**src/rxfmt_pkg.sv**
```systemverilog
// rxfmt_pkg: register map, field positions, reset values, level codes
// assumes: 32-bit AXI4-Lite register bus, two receive channels
package rxfmt_pkg;

  // ****************************************
  // register map
  // ****************************************
  localparam int ADDR_W = 4;
  localparam logic [3:0] CTRL_ADDR = 4'h0;
  localparam logic [3:0] STAT_ADDR = 4'h4;
  localparam logic [1:0] RESP_OKAY = 2'h0;
  localparam logic [1:0] RESP_SLVERR = 2'h2;

  // ****************************************
  // control fields
  // ****************************************
  localparam int CTRL_DEC_LSB = 0;
  localparam int CTRL_PAR_LSB = 2;
  localparam int CTRL_FPAT_BIT = 4;
  localparam int CTRL_FMODE_LSB = 5;
  localparam int CTRL_HALF_BIT = 7;
  localparam int CTRL_CKSEL_LSB = 8;
  localparam int CTRL_FEN_BIT = 10;
  localparam int CTRL_BIST_BIT = 11;
  localparam logic [31:0] CTRL_RST = 32'h0000_0105;

  // ****************************************
  // three-level input codes
  // ****************************************
  localparam logic [1:0] LVL_LOW = 2'h0;
  localparam logic [1:0] LVL_MID = 2'h1;
  localparam logic [1:0] LVL_HIGH = 2'h2;

  // ****************************************
  // latch reset values and framing patterns
  // ****************************************
  localparam logic [3:0] RX_EN_RST = 4'h0;
  localparam logic [3:0] TX_EN_RST = 4'h0;
  localparam logic BIST_OFF_RST = 1'b1;
  localparam logic [6:0] COMMA_POS = 7'h7c;
  localparam logic [6:0] COMMA_NEG = 7'h03;
  localparam logic [9:0] K285_POS = 10'h17c;
  localparam logic [9:0] K285_NEG = 10'h283;

endpackage : rxfmt_pkg

```
**src/rx_word_if.sv**
```systemverilog
// rx_word_if: one channel's formatted word on its way to the output register
// assumes: both ends on aclk
`timescale 1ns/1ps
`default_nettype none
interface rx_word_if;
  logic [7:0] data;
  logic [2:0] status;
  logic parity;
  logic parity_oe;
  logic load;
  modport src (output data, status, parity, parity_oe, load);
  modport dst (input data, status, parity, parity_oe, load);
endinterface : rx_word_if
`default_nettype wire

```
**src/enable_latch.sv**
```systemverilog
// enable_latch: transparent-while-strobe enable latch, captured on strobe low
// assumes: strobe and d already synchronised to aclk
`timescale 1ns/1ps
`default_nettype none
module enable_latch #(
  parameter int W = 4,
  parameter logic [W-1:0] RST = '0
) (
  input wire logic aclk,
  input wire logic aresetn,
  input wire logic clr,
  input wire logic strobe,
  input wire logic [W-1:0] d,
  output logic [W-1:0] q_r
);
  always_ff @(posedge aclk) begin
    if (!aresetn || clr) begin
      q_r <= RST;
    end else if (strobe) begin
      q_r <= d;
    end
  end
endmodule : enable_latch
`default_nettype wire

```
**src/rx_out_reg.sv**
```systemverilog
// rx_out_reg: one channel's 12-bit output register plus parity drive enable
// assumes: word fields stable in the cycle that load is high
`timescale 1ns/1ps
`default_nettype none
module rx_out_reg (
  input wire logic aclk,
  input wire logic aresetn,
  rx_word_if.dst w,
  output logic [7:0] data_r,
  output logic [2:0] status_r,
  output logic parity_r,
  output logic parity_oe_r
);
  always_ff @(posedge aclk) begin
    if (!aresetn) begin
      data_r <= 8'h00;
      status_r <= 3'h0;
      parity_r <= 1'b1;
      parity_oe_r <= 1'b0;
    end else begin
      parity_oe_r <= w.parity_oe;
      if (w.load) begin
        data_r <= w.data;
        status_r <= w.status;
        parity_r <= w.parity;
      end
    end
  end
endmodule : rx_out_reg
`default_nettype wire

```
**src/rx_output_parity_power_latch.sv**
```systemverilog
// rx_output_parity_power_latch: channel power latches, receive output
// formatting, odd parity and output clock alignment for two channels
// assumes: link pins asynchronous to aclk, recovered clock far slower than aclk
//
// Function
// - with rx strobe high, enable bus bits drive receive channel power enables
// - enable bit high powers the receive channel up, low powers it down
// - rx strobe falling captures and holds the last enable bus values
// - disabled receive channel drives its link fault output constant
// - with tx strobe high, enable bus bits drive the serial drivers
// - both drivers of a channel off powers down its transmit logic
// - tx strobe falling latches and holds the enable bus values
// - device reset clears both enable latches and presets self-test latch
// - each channel outputs eight data, three status and one parity bit
// - bypass mode maps raw a,b to status 1,0 and c..j to data 0..7
// - frame detect high only for the selected framing character
// - low-latency half-rate framer stretches clock so rise meets frame detect, with clock select mid or high only
// - multi-byte half-rate framer shifts data one stage instead of the clock
// - boundary adjustments only while the framer is enabled
// - parity control low disables parity and floats every parity output
// - mid level with decoder on gives odd parity over data bits
// - mid level with decoder bypassed covers data and status bits 1,0
// - high level covers data and all three status bits
// - parity is always odd
// - parity sits in the same output register as data and status
// - bypass without self-test drives status 2 low except framing chars
`timescale 1ns/1ps
`default_nettype none
module rx_output_parity_power_latch #(
  parameter int CH = 2
) (
  input wire logic aclk,
  input wire logic aresetn,
  input wire logic [3:0] s_axi_awaddr,
  input wire logic s_axi_awvalid,
  output logic s_axi_awready,
  input wire logic [31:0] s_axi_wdata,
  input wire logic [3:0] s_axi_wstrb,
  input wire logic s_axi_wvalid,
  output logic s_axi_wready,
  output logic [1:0] s_axi_bresp,
  output logic s_axi_bvalid,
  input wire logic s_axi_bready,
  input wire logic [3:0] s_axi_araddr,
  input wire logic s_axi_arvalid,
  output logic s_axi_arready,
  output logic [31:0] s_axi_rdata,
  output logic [1:0] s_axi_rresp,
  output logic s_axi_rvalid,
  input wire logic s_axi_rready,
  input wire logic device_reset_n,
  input wire logic rx_latch_strobe,
  input wire logic tx_latch_strobe,
  input wire logic [3:0] chan_enable_bus,
  input wire logic [CH-1:0] rec_clk,
  input wire logic [CH-1:0] sig_detect,
  input wire logic [CH-1:0][9:0] link_raw_char,
  input wire logic [CH-1:0][7:0] link_dec_data,
  input wire logic [CH-1:0][2:0] link_dec_status,
  output logic [CH-1:0] rx_power_en,
  output logic [3:0] tx_driver_en,
  output logic [CH-1:0] tx_logic_power,
  output logic [CH-1:0] link_fault_ind_n,
  output logic [CH-1:0] rx_output_clock,
  output logic [CH-1:0][7:0] rx_data_bits,
  output logic [CH-1:0][2:0] rx_status_bits,
  output logic [CH-1:0] rx_parity_out,
  output logic [CH-1:0] rx_parity_out_oe
);

  // ****************************************
  // helpers
  // ****************************************
  localparam int SW = 7 + CH * 23;

  function automatic logic odd_par(input logic [10:0] v, input logic [10:0] m);
    odd_par = ~(^(v & m));
  endfunction : odd_par

  function automatic logic is_frame(input logic [9:0] c, input logic full);
    if (full) begin
      is_frame = (c == rxfmt_pkg::K285_POS) || (c == rxfmt_pkg::K285_NEG);
    end else begin
      is_frame = (c[6:0] == rxfmt_pkg::COMMA_POS)
        || (c[6:0] == rxfmt_pkg::COMMA_NEG);
    end
  endfunction : is_frame

  // ****************************************
  // pin synchroniser
  // ****************************************
  // data rides the same two stages as its clock so edges and words stay paired
  logic [SW-1:0] sync1_r;
  logic [SW-1:0] sync2_r;
  wire [SW-1:0] pins = {device_reset_n, rx_latch_strobe, tx_latch_strobe,
    chan_enable_bus, rec_clk, sig_detect, link_raw_char, link_dec_data,
    link_dec_status};

  always_ff @(posedge aclk) begin
    if (!aresetn) begin
      sync1_r <= '0;
      sync2_r <= '0;
    end else begin
      sync1_r <= pins;
      sync2_r <= sync1_r;
    end
  end

  wire rst_n_s = sync2_r[SW-1];
  wire rx_stb_s = sync2_r[SW-2];
  wire tx_stb_s = sync2_r[SW-3];
  wire [3:0] bus_s = sync2_r[SW-4 -: 4];
  wire [CH-1:0] rclk_s = sync2_r[CH*22 +: CH];
  wire [CH-1:0] sdet_s = sync2_r[CH*21 +: CH];
  wire [CH-1:0][9:0] raw_s = sync2_r[CH*11 +: CH*10];
  wire [CH-1:0][7:0] ddat_s = sync2_r[CH*3 +: CH*8];
  wire [CH-1:0][2:0] dst_s = sync2_r[0 +: CH*3];

  // ****************************************
  // register bus
  // ****************************************
  logic [31:0] ctrl_r;
  logic aw_have_r;
  logic [3:0] aw_addr_r;
  logic w_have_r;
  logic [31:0] w_data_r;
  logic [3:0] w_strb_r;
  logic bist_off_r;
  logic [3:0] rx_q;
  logic [3:0] tx_q;

  wire aw_take = s_axi_awvalid && s_axi_awready;
  wire w_take = s_axi_wvalid && s_axi_wready;
  wire ar_take = s_axi_arvalid && s_axi_arready;
  wire do_write = aw_have_r && w_have_r && !s_axi_bvalid;
  wire wr_ctrl = do_write && (aw_addr_r == rxfmt_pkg::CTRL_ADDR);
  wire wr_ok = wr_ctrl || (aw_addr_r == rxfmt_pkg::STAT_ADDR);
  wire rd_ctrl = s_axi_araddr == rxfmt_pkg::CTRL_ADDR;
  wire rd_stat = s_axi_araddr == rxfmt_pkg::STAT_ADDR;
  wire [31:0] stat_w = {19'h0, tx_logic_power, bist_off_r, tx_q, 2'h0, rx_q};
  wire [31:0] strb_mask = {{8{w_strb_r[3]}}, {8{w_strb_r[2]}},
    {8{w_strb_r[1]}}, {8{w_strb_r[0]}}};
  wire [31:0] ctrl_nxt = (ctrl_r & ~strb_mask) | (w_data_r & strb_mask);

  always_ff @(posedge aclk) begin
    if (!aresetn) begin
      s_axi_awready <= 1'b0;
      s_axi_wready <= 1'b0;
      aw_have_r <= 1'b0;
      w_have_r <= 1'b0;
      aw_addr_r <= 4'h0;
      w_data_r <= 32'h0000_0000;
      w_strb_r <= 4'h0;
      s_axi_bvalid <= 1'b0;
      s_axi_bresp <= rxfmt_pkg::RESP_OKAY;
      ctrl_r <= rxfmt_pkg::CTRL_RST;
    end else begin
      s_axi_awready <= !s_axi_awready && s_axi_awvalid && !aw_have_r;
      s_axi_wready <= !s_axi_wready && s_axi_wvalid && !w_have_r;
      if (aw_take) begin
        aw_have_r <= 1'b1;
        aw_addr_r <= s_axi_awaddr;
      end
      if (w_take) begin
        w_have_r <= 1'b1;
        w_data_r <= s_axi_wdata;
        w_strb_r <= s_axi_wstrb;
      end
      if (do_write) begin
        aw_have_r <= 1'b0;
        w_have_r <= 1'b0;
        s_axi_bvalid <= 1'b1;
        s_axi_bresp <= wr_ok ? rxfmt_pkg::RESP_OKAY : rxfmt_pkg::RESP_SLVERR;
      end else if (s_axi_bready) begin
        s_axi_bvalid <= 1'b0;
      end
      if (wr_ctrl) begin
        ctrl_r <= ctrl_nxt;
      end
    end
  end

  always_ff @(posedge aclk) begin
    if (!aresetn) begin
      s_axi_arready <= 1'b0;
      s_axi_rvalid <= 1'b0;
      s_axi_rdata <= 32'h0000_0000;
      s_axi_rresp <= rxfmt_pkg::RESP_OKAY;
    end else begin
      s_axi_arready <= !s_axi_arready && s_axi_arvalid && !s_axi_rvalid;
      if (ar_take) begin
        s_axi_rvalid <= 1'b1;
        s_axi_rdata <= rd_ctrl ? ctrl_r : (rd_stat ? stat_w : 32'h0000_0000);
        s_axi_rresp <= (rd_ctrl || rd_stat) ? rxfmt_pkg::RESP_OKAY
          : rxfmt_pkg::RESP_SLVERR;
      end else if (s_axi_rready) begin
        s_axi_rvalid <= 1'b0;
      end
    end
  end

  wire [1:0] dec_sel = ctrl_r[rxfmt_pkg::CTRL_DEC_LSB +: 2];
  wire [1:0] par_ctl = ctrl_r[rxfmt_pkg::CTRL_PAR_LSB +: 2];
  wire fpat_full = ctrl_r[rxfmt_pkg::CTRL_FPAT_BIT];
  wire [1:0] fmode = ctrl_r[rxfmt_pkg::CTRL_FMODE_LSB +: 2];
  wire half_rate = ctrl_r[rxfmt_pkg::CTRL_HALF_BIT];
  wire [1:0] cksel = ctrl_r[rxfmt_pkg::CTRL_CKSEL_LSB +: 2];
  wire framer_en = ctrl_r[rxfmt_pkg::CTRL_FEN_BIT];
  wire bypass = dec_sel == rxfmt_pkg::LVL_LOW;

  // ****************************************
  // power latches
  // ****************************************
  // device reset pin only clears latches; bus registers keep their contents
  enable_latch #(.W(4), .RST(rxfmt_pkg::RX_EN_RST)) u_rx_latch (
    .aclk(aclk), .aresetn(aresetn), .clr(!rst_n_s),
    .strobe(rx_stb_s), .d(bus_s), .q_r(rx_q)
  );
  enable_latch #(.W(4), .RST(rxfmt_pkg::TX_EN_RST)) u_tx_latch (
    .aclk(aclk), .aresetn(aresetn), .clr(!rst_n_s),
    .strobe(tx_stb_s), .d(bus_s), .q_r(tx_q)
  );

  always_ff @(posedge aclk) begin
    if (!aresetn || !rst_n_s) begin
      bist_off_r <= rxfmt_pkg::BIST_OFF_RST;
    end else if (wr_ctrl) begin
      bist_off_r <= !ctrl_nxt[rxfmt_pkg::CTRL_BIST_BIT];
    end
  end

  assign tx_driver_en = tx_q;

  // ****************************************
  // receive channels
  // ****************************************
  logic [CH-1:0] rclk_d_r;
  logic [CH-1:0] load_w;
  logic [CH-1:0] stretch_w;
  logic [CH-1:0] chan_en;

  genvar c;
  generate
    for (c = 0; c < CH; c++) begin : g_ch
      rx_word_if wif ();
      logic phase_r;
      logic pipe_sel_r;
      logic [10:0] prev_r;
      logic prev_frame_r;

      assign chan_en[c] = rx_q[2*c];
      assign rx_power_en[c] = rx_q[2*c];
      wire rise = rclk_s[c] && !rclk_d_r[c];
      wire cur_frame = is_frame(raw_s[c], fpat_full);
      wire st2 = bist_off_r ? cur_frame : dst_s[c][2];
      wire [10:0] cur_word = bypass
        ? {st2, raw_s[c][0], raw_s[c][1], raw_s[c][9:2]}
        : {dst_s[c], ddat_s[c]};
      wire [10:0] word = pipe_sel_r ? prev_r : cur_word;
      wire sel_frame = pipe_sel_r ? prev_frame_r : cur_frame;
      wire adj = framer_en && half_rate;
      wire lowlat = fmode == rxfmt_pkg::LVL_LOW;
      wire stretch = adj && lowlat && (cksel != rxfmt_pkg::LVL_LOW)
        && sel_frame && phase_r;
      wire shift = adj && !lowlat && sel_frame && phase_r;
      wire [10:0] pmask = (par_ctl == rxfmt_pkg::LVL_HIGH) ? 11'h7ff
        : (bypass ? 11'h3ff : 11'h0ff);
      wire load = rise && chan_en[c];
      wire phase_nxt = load ? (stretch ? 1'b1 : !phase_r) : phase_r;
      wire gap_nxt = load && stretch;

      assign load_w[c] = load;
      assign stretch_w[c] = stretch;
      assign wif.data = word[7:0];
      assign wif.status = word[10:8];
      assign wif.parity = odd_par(word, pmask);
      assign wif.parity_oe = par_ctl != rxfmt_pkg::LVL_LOW;
      assign wif.load = load;

      always_ff @(posedge aclk) begin
        if (!aresetn) begin
          rclk_d_r[c] <= 1'b0;
          phase_r <= 1'b0;
          pipe_sel_r <= 1'b0;
          prev_r <= 11'h000;
          prev_frame_r <= 1'b0;
          rx_output_clock[c] <= 1'b0;
          link_fault_ind_n[c] <= 1'b0;
          tx_logic_power[c] <= 1'b0;
        end else begin
          rclk_d_r[c] <= rclk_s[c];
          phase_r <= phase_nxt;
          if (load) begin
            prev_r <= cur_word;
            prev_frame_r <= cur_frame;
            if (shift) begin
              pipe_sel_r <= !pipe_sel_r;
            end
          end
          if (!adj) begin
            pipe_sel_r <= 1'b0;
          end
          // half rate: clock level tracks character phase, dipped when stretched
          rx_output_clock[c] <= half_rate ? (phase_nxt && !gap_nxt)
            : rclk_s[c];
          link_fault_ind_n[c] <= chan_en[c] && sdet_s[c];
          tx_logic_power[c] <= |tx_q[2*c +: 2];
        end
      end

      rx_out_reg u_oreg (
        .aclk(aclk),
        .aresetn(aresetn),
        .w(wif),
        .data_r(rx_data_bits[c]),
        .status_r(rx_status_bits[c]),
        .parity_r(rx_parity_out[c]),
        .parity_oe_r(rx_parity_out_oe[c])
      );
    end
  endgenerate
endmodule : rx_output_parity_power_latch
`default_nettype wire

```
**config.mk**
```make
export PLATFORM = sky130hd
export DESIGN_NAME = rx_output_parity_power_latch
export DESIGN_NICKNAME = d
export VERILOG_FILES = /design/src/rxfmt_pkg.sv /design/src/rx_word_if.sv /design/src/enable_latch.sv /design/src/rx_out_reg.sv /design/src/rx_output_parity_power_latch.sv
export SDC_FILE = /design/constraint.sdc
export NUM_CORES = 1
export LEC_CHECK = 0
export BUFFER_PORTS_ARGS = -buffer_cell sky130_fd_sc_hd__buf_2
export CAP_MARGIN = 20
export CELL_PAD_IN_SITES_DETAIL_PLACEMENT = 2
export CELL_PAD_IN_SITES_GLOBAL_PLACEMENT = 2
export CORE_MARGIN = 8
export CORE_UTILIZATION = 36
export DETAILED_ROUTE_END_ITERATION = 6
export GPL_TIMING_DRIVEN = 0
export PLACE_DENSITY = 0.94
export SLEW_MARGIN = 10
export SYNTH_ARGS = -nofsm -noshare
export SYNTH_HDL_FRONTEND = slang
export SYNTH_SLANG_ARGS = --single-unit
```
**constraint.sdc**
```tcl
create_clock -name aclk -period 3.15 [get_ports aclk]
set_input_delay 0.315 -clock aclk [delete_from_list [all_inputs] [get_ports aclk]]
set_output_delay 0.315 -clock aclk [all_outputs]
set_load 0.01 [all_outputs]
```
# Word level (Yosys, flattened, before mapping)
# Cells that the tools add are included.
# Widths: inputs -> output; s select.
[totals] wordCells=164 output_inout_bits=79 regBits=291
[op_classes] n_bitwise=9 reduce_logical=76 muxes=26 n_eq_ne=11
[ops] cell="$and 32x32->32" n=2
[ops] cell="$mux 11" n=5
[ops] cell="$logic_and 1x1->1" n=34
[ops] cell="$mux 32" n=1
[ops] cell="$not 32->32" n=1
[ops] cell="$or 32x32->32" n=1
[ops] cell="$and 11x11->11" n=2
[ops] cell="$reduce_xor 11->1" n=2
[ops] cell="$eq 10x10->1 const B" n=2
[ops] cell="$eq 10x9->1 const B" n=2
[ops] cell="$logic_not 1->1" n=19
[ops] cell="$mux 1" n=16
[ops] cell="$eq 7x2->1 const B" n=2
[ops] cell="$eq 7x7->1 const B" n=2
[ops] cell="$mux 13" n=1
[ops] cell="$mux 10" n=1
[ops] cell="$eq 4x3->1 const B" n=2
[ops] cell="$logic_not 4->1" n=2
[ops] cell="$reduce_bool 2->1" n=4
[ops] cell="$logic_or 1x1->1" n=7
[ops] cell="$reduce_and 2->1" n=3
[ops] cell="$reduce_or 2->1" n=3
[ops] cell="$logic_not 2->1" n=2
[ops] cell="$mux 2" n=2
[ops] cell="other kinds (2)" n=4

# Longest topological paths before layout
# Gate-level depths: netlist of run 1.
[logic_depth] word_depth=10 depth_mapped=10 ltp_nobuf=7

# Hierarchy
# Synthesis of run 1 repeated with hierarchy kept, for this count alone.
[hier_totals] cells_unflattened=1070 area_unflattened_um2=10752.8
[modules_own_cells] module="rx_output_parity_power_latch" n_inst=1 cells_each=962 area_per_inst_um2=9511.6
[modules_own_cells] module="rx_out_reg" n_inst=2 cells_each=40 area_per_inst_um2=474.2
[modules_own_cells] module="enable_latch" n_inst=2 cells_each=14 area_per_inst_um2=146.4

# Least setup slack after synthesis of run 1
# OpenSTA, ideal clock, no wires.
[synth_path] kind="reg-to-reg" startpoint="register with a tool-made name" endpoint="register g_ch[1].u_oreg.parity_r" t_required_ns=3.081 stages_incl_launch_ff=9 setup_slack_ns=1.033 t_arrival_ns=2.047 synth_period_minus_slack_ns=2.117 n_path_buf=1 setup_ns=0.069 path_cell_list="dfxtp_1 > nor2_2 > buf_6 > mux2_2 > mux2_2 > xnor2_1 > xnor2_1 > xnor3_1 > o21ai_1"
[synth_rtl] element="end signal, assigned" line_no="rx_out_reg.sv:25" text="parity_r <= w.parity;"
[synth_rtl] element="end, declared" line_no="rx_out_reg.sv:11" text="output logic parity_r,"

==> results of run 1 <==
-- worst max-delay path, cell delays in order (launching register included) --
cell	delay [ps]
dfxtp_1	350
nor2_2	320
buf_6	240
buf_8	180
mux2i_1	490
a21oi_1	230
xnor2_1	240
xnor2_1	150
xnor3_1	430
o21ai_1	130
-- routing by layer --
metal  GRT usage [%]  vias to the layer above
li1                -                     4275
met1            30.6                     4930
met2            53.0                      401
met3            4.18                      143
met4            12.5                        0
met5               0                        -
-- timing repair --
item                                    in CTS  in global routing
endpoints found under the setup margin       0                  0
endpoints found under the hold margin       57                  0
hold buffers                                57                  0
-- metrics by stage --
| step | instances | power [mW] | util, % | hold WS (ps) |
|---|---|---|---|---|
| CTS | 1798 | 7.93 | 46.7 | 1.09 |
| detailed placement | 1685 | 4.24 | 41.2 | 413 |
| global route | 1799 | 8.17 | 46.7 | 18.0 |
| global placement | 1685 | 4.20 | 41.2 | 403 |
| floorplan | 1121 | 4.05 | - | 383 |
| finish | 1799 | 7.98 | 46.7 | 12.1 |
-- logic make-up (layout without fill, tap and decap cells) --
logic type             count (synthesis)  in the layout  share of synthesized area [%]
buffers and inverters                 91            384                           4.14
XOR/XNOR                              19             19                           2.15
AO/OA/AOI/OAI                        197            197                           11.2
multiplexers                          45             45                           4.51
AND/OR/NAND/NOR                      478            478                           22.0
other                                  1              3                         0.0362
flip-flops                           289            289                           55.9
-- worst max-delay path by stage --
stage          from  slack [ps]                      end  cells past startpoint
3_3_place_gp   flop         700  g_ch[0].u_oreg.parity_r                      9
4_1_cts        flop         430  g_ch[0].u_oreg.parity_r                      9
6_report       flop         270  g_ch[0].u_oreg.parity_r                      9
3_5_place_dp   flop         560  g_ch[0].u_oreg.parity_r                      9
5_1_grt        flop         230  g_ch[0].u_oreg.parity_r                      9
2_1_floorplan  flop        1030  g_ch[1].u_oreg.parity_r                      8
-- layout make-up --
type / count / area (um2) / area share (%)
buffer: 82 / 394 / 2.96
multi-input combinational: 741 / 4140 / 31.1
clock buffer: 43 / 860 / 6.46
inverter: 9 / 33.8 / 0.254
sequential: 289 / 5790 / 43.5
timing repair buffer: 237 / 1470 / 11.1
antenna: 1 / 2.50 / 0.0188
clock inverter: 13 / 135 / 1.02
tap: 384 / 480 / 3.61
-- power breakdown --
part           total [mW]  switching [mW]  internal [mW]
Clock                3.72            1.65           2.07
Combinational       0.462           0.258          0.204
Sequential           3.80          0.0598           3.74
-- layout by cell type (no fill, tap or decap), types with 3 or more instances in the layout --
master         instances
dfxtp_1              289
buf_2                182
nand2_1              180
a21oi_1              125
and2_1               111
nor2_1                95
clkbuf_1              61
dlygate4sd3_1         57
nand3_1               42
mux2i_1               32
clkbuf_16             30
a22oi_1               21
nor3_1                18
a211oi_1              15
mux2_2                13
o21ai_0               13
buf_1                 11
xnor2_1               11
buf_4                  9
inv_1                  7
clkinv_2               7
clkbuf_8               6
buf_6                  4
and3b_1                4
or4b_1                 4
a311oi_1               4
nor4b_1                4
xor2_1                 4
and3_1                 4
xnor3_1                3
==> summary.md, run 1 <==
| Metric | Value |
|---|---|
| Status | `completed` |
| Setup slack, reg-to-reg | `roughly 270 ps` |
| Worst slew pin tran | `around 860 ps` |
| Layout Skew | `around 42 ps` |
| Fin crit share | `between 90% and 100%` |
| Synth cell count leaders | `dfxtp_1, nand2_1, a21oi_1, and2_1, nor2_1` |
| Leak pwr | `approximately 5.3 nW` |
| Clk root buf | `clkbuf_16` |
| DR pass1 iterations | `5` |
| Top cell type's share of synthesized area | `between 50% and 60%` |
| Synth Register Bits | `289` |
| Maxcap violations | `0` |
| Post-synthesis sequential area ratio | `between 50% and 60%` |
| Vias in the first global route | `about 11k` |
| Largest net degree at the start of global routing | `16` |
| CTS Sinks | `~290` |
| WS Path Type | `reg -> reg` |
| Asr flop ratio synth | `0%` |
| Final setup margin | `270 ps` |
| Top-count cell post-synth | `dfxtp_1` |
| Ys flop type | `dfxtp_1` |
| Post-synth EDFFs | `0` |
| Hold Crit Start | `s_axi_wdata[23]` |
| Max clock buf depth | `3` |
| Antenna violations before repair | `2` |
| Cell Rows | `between 60 and 70` |
| Mapped Cells | `~1.1k` |
| Total gr overflow | `0` |
| HPWL after DPL | `28,100 um` |
| Synth warn | `0` |
| Max-slew violations | `0` |
| Drt wl/cell | `27.0 um` |
| GPL Wtd Cong | `about 0.8` |
| Via count | `roughly 9.7k` |
| DR WL met2 | `around 26,000 um` |
| Final nets | `between 1k and 1.5k` |
| Layout cells sized above 1 | `between 10% and 20%` |
| DRC | `0` |
| Routed met1 length | `between 15,000 and 20,000 um` |
| Worst EP arrival | `about 3400 ps` |
| WL met3 | `between 2000 and 2500 um` |
| CTS Buf Count | `30` |
| Reg2Reg Depth | `9` |
| Fmax | `around 0.35 GHz` |
| Worst slack at placement | `~560 ps` |
| Worst hold path cell count | `3` |
| Worst path required time | `~3600 ps` |
| Layout area overhead | `28.5%` |
| Vias per cell | `between 5 and 6` |
| Worst rel slew slack | `a little over two fifths` |
| Dpl cell area | `0.0117 mm2` |
| H-tree Lvls | `1` |
| Syn Area/Cell | `just over 9 um2` |
| Final instance area | `approximately 0.013 mm2` |
| Power Dens Cells | `between 600 and 700 mW/mm2` |
| Hold Vio Cnt, Final | `0` |
| Worst skew pair latency | `580 ps` |
| Mapped cell area | `0.0103 mm2` |
| Resized cells post-CTS | `0` |
| Post-route ant nets | `0` |
| Worst Path Max Fanout | `10` |
| Maximum vdd ir drop | `approximately 0.00049 V` |
| Tmin final | `approximately 2900 ps` |
| Core Area | `~0.028 mm2` |
| CTS tree | `done` |
| Die area | `roughly 0.034 mm2` |
| Io pins | `~180` |
| Worst R2R End | `g_ch[0].u_oreg.parity_r` |
| RSZ-0062 raised after global routing | `no` |
| PortBufs | `180` |
| Endpoint, Worst Hold | `w_data_r[23]` |
| Die H | `between 150 and 200 um` |
| Area contributors post-synth | `dfxtp_1, and2_1, nand2_1` |
| Die X-Extent | `186 um` |
| Final WL | `~49,000 um` |
| First DRT Iteration DRCs | `663` |
| Filler Cell Count | `about 3k` |
| Netlist cell types | `55` |
| CP Launch Type | `flop` |
| Worst setup EP type | `flop` |
| Global-route wire length before repair | `73,500 um` |
| Total negative slack | `0 ps` |
| Worst-path clk slew | `around 70 ps` |
| Initial Utilization | `36.3%` |
| Endpoints failing setup | `0` |
| Setup Buffers After CTS | `0` |
| Synth area leader | `dfxtp_1` |
| Top routing layer in use | `met4` |
| Hold Crit Class | `in -> reg` |
| Total global routing track utilization | `between 20% and 30%` |
Power figures use the tool's default switching activity.
==> inputs of run 2 (changes only) <==
- CTS_BUF_LIST: not set -> sky130_fd_sc_hd__clkbuf_16
==> summary.md, run 2 (same netlist as run 1, synthesis figures left out) <==
| Metric | Value |
|---|---|
| Worst slew pin tran | `about 900 ps` |
| Total gr overflow | `0` |
| Largest net degree at the start of global routing | `16` |
| Drt wl/cell | `27.3 um` |
| Final nets | `about 1.5k` |
| Max-slew violations | `0` |
| Hold Vio Cnt, Final | `0` |
| Worst-path clk slew | `about 70 ps` |
| CTS tree | `done` |
| Max clock buf depth | `3` |
| Most common cell after layout, fill and taps aside | `dfxtp_1` |
| Layout Skew | `about 27 ps` |
| Tmin final | `2910 ps` |
| Fmax | `between 0.3 and 0.4 GHz` |
| Die area | `approximately 0.034 mm2` |
| Hold Crit Class | `in -> reg` |
| Leak pwr | `5.30 nW` |
| Core Area | `about 0.028 mm2` |
| Vias per cell | `approximately 5.4` |
| CTS Buf Count | `30` |
| Power Dens Cells | `~590 mW/mm2` |
| CTS Sinks | `just under 300` |
| Maxcap violations | `0` |
| Io pins | `about 180` |
| Final WL | `49,400 um` |
| Worst EP arrival | `around 3400 ps` |
| Status | `completed` |
| Maximum vdd ir drop | `0.000375 V` |
| WS Path Type | `reg -> reg` |
| Layout area overhead | `28.8%` |
| Total global routing track utilization | `around 28%` |
| DRC | `0` |
| CP Launch Type | `flop` |
| Dpl cell area | `0.0117 mm2` |
| Worst Path Max Fanout | `10` |
| Post-route ant nets | `0` |
| Worst skew pair latency | `roughly 590 ps` |
| HPWL after DPL | `roughly 28,000 um` |
| Total negative slack | `0 ps` |
| RSZ-0062 raised after global routing | `no` |
| Endpoints failing setup | `0` |
| Global-route wire length before repair | `74,200 um` |
| First DRT Iteration DRCs | `594` |
| Most frequent cells in the layout | `dfxtp_1, buf_2, nand2_1, a21oi_1, and2_1` |
| Final instance area | `about 0.013 mm2` |
| Initial Utilization | `between 30% and 40%` |
| PortBufs | `between 150 and 200` |
| GPL Wtd Cong | `0.807` |
| Cell Rows | `between 60 and 70` |
| Via count | `about 10k` |
| Die H | `~190 um` |
| Die X-Extent | `186 um` |
| Filler Cell Count | `between 2k and 3k` |
| Layout cells sized above 1 | `around 18%` |
| Fin crit share | `92.3%` |
| H-tree Lvls | `1` |
| Clk root buf | `clkbuf_16` |
| Worst rel slew slack | `around two fifths` |
| Worst path required time | `3620 ps` |
| Antenna violations before repair | `3` |
| Vias in the first global route | `11.4k` |
| Tot Pwr | `~7.8 mW` |
| DR pass1 iterations | `5` |
| Worst setup EP type | `flop` |
run 2: cell count changes in the layout (fill, tap and decap cells not counted), sizes merged:
cell and delta:
clkbuf -13, dlygate4sd3 +8, inv +7, clkinv +6, diode +2
run 2: cell type report:
cell class / instances / area (um2) / share of cell area, %
timing repair buffer: 245 / 1550 / 11.6
inverter: 9 / 33.8 / 0.254
multi-input combinational: 741 / 4140 / 31.1
antenna: 3 / 7.51 / 0.0563
tap: 384 / 480 / 3.61
clock inverter: 26 / 184 / 1.38
sequential: 289 / 5790 / 43.4
clock buffer: 30 / 751 / 5.63
buffer: 82 / 394 / 2.96
run 2: through the flow:
step / instances / hold slack [ps] / worst slack, ps / utilization [%]
final: 1809 / 10.0 / 244 / 46.8
after global routing: 1809 / 4.86 / 194 / 46.8
after CTS: 1806 / 0.885 / 328 / 46.8
after detailed placement: 1685 / 413 / 561 / 41.2
after global placement: 1685 / 403 / 703 / 41.2
after floorplan: 1121 / 383 / 1030 / -
run 2: worst paths after layout:
check	startpoint	end	slack, ps	cells past startpoint
max	flop	g_ch[0].u_oreg.parity_r	240	9
min reg2reg	sync2_r[52]	bist_off_r	440	1
max reg2reg	flop	g_ch[0].u_oreg.parity_r	240	9
min	s_axi_wstrb[1]	w_strb_r[1]	10	3
run 2: where the power goes:
part | switching, mW | internal, mW | total [mW]
combinational | 0.265 | 0.211 | 0.476
clock | 1.65 | 1.90 | 3.55
sequential | 0.0600 | 3.74 | 3.80
run 2: repair_timing:
item / 4_1_cts / 5_1_grt
hold buffers: 65 / 0
endpoints found under the setup margin: 0 / 0
endpoints found under the hold margin: 65 / 0
resized for setup: 0 / 0
buffers inserted: 0 / 0
run 2: worst max-delay path, stage by stage (launching register included):
cell,delay (ps)
dfxtp_1,340
nor2_2,350
buf_6,240
buf_8,180
mux2i_1,440
a21oi_1,230
xnor2_1,180
xnor2_1,200
xnor3_1,430
o21ai_1,210
run 2: metal layers:
| layer | track usage (%) | up-vias | part of all wire (%) |
|---|---|---|---|
| li1 | - | 4299 | - |
| met1 | 31.0 | 4983 | 38 |
| met2 | 52.5 | 373 | 52 |
| met3 | 5.02 | 139 | 5.1 |
| met4 | 13.4 | 0 | 4.7 |
| met5 | 0 | - | 0 |
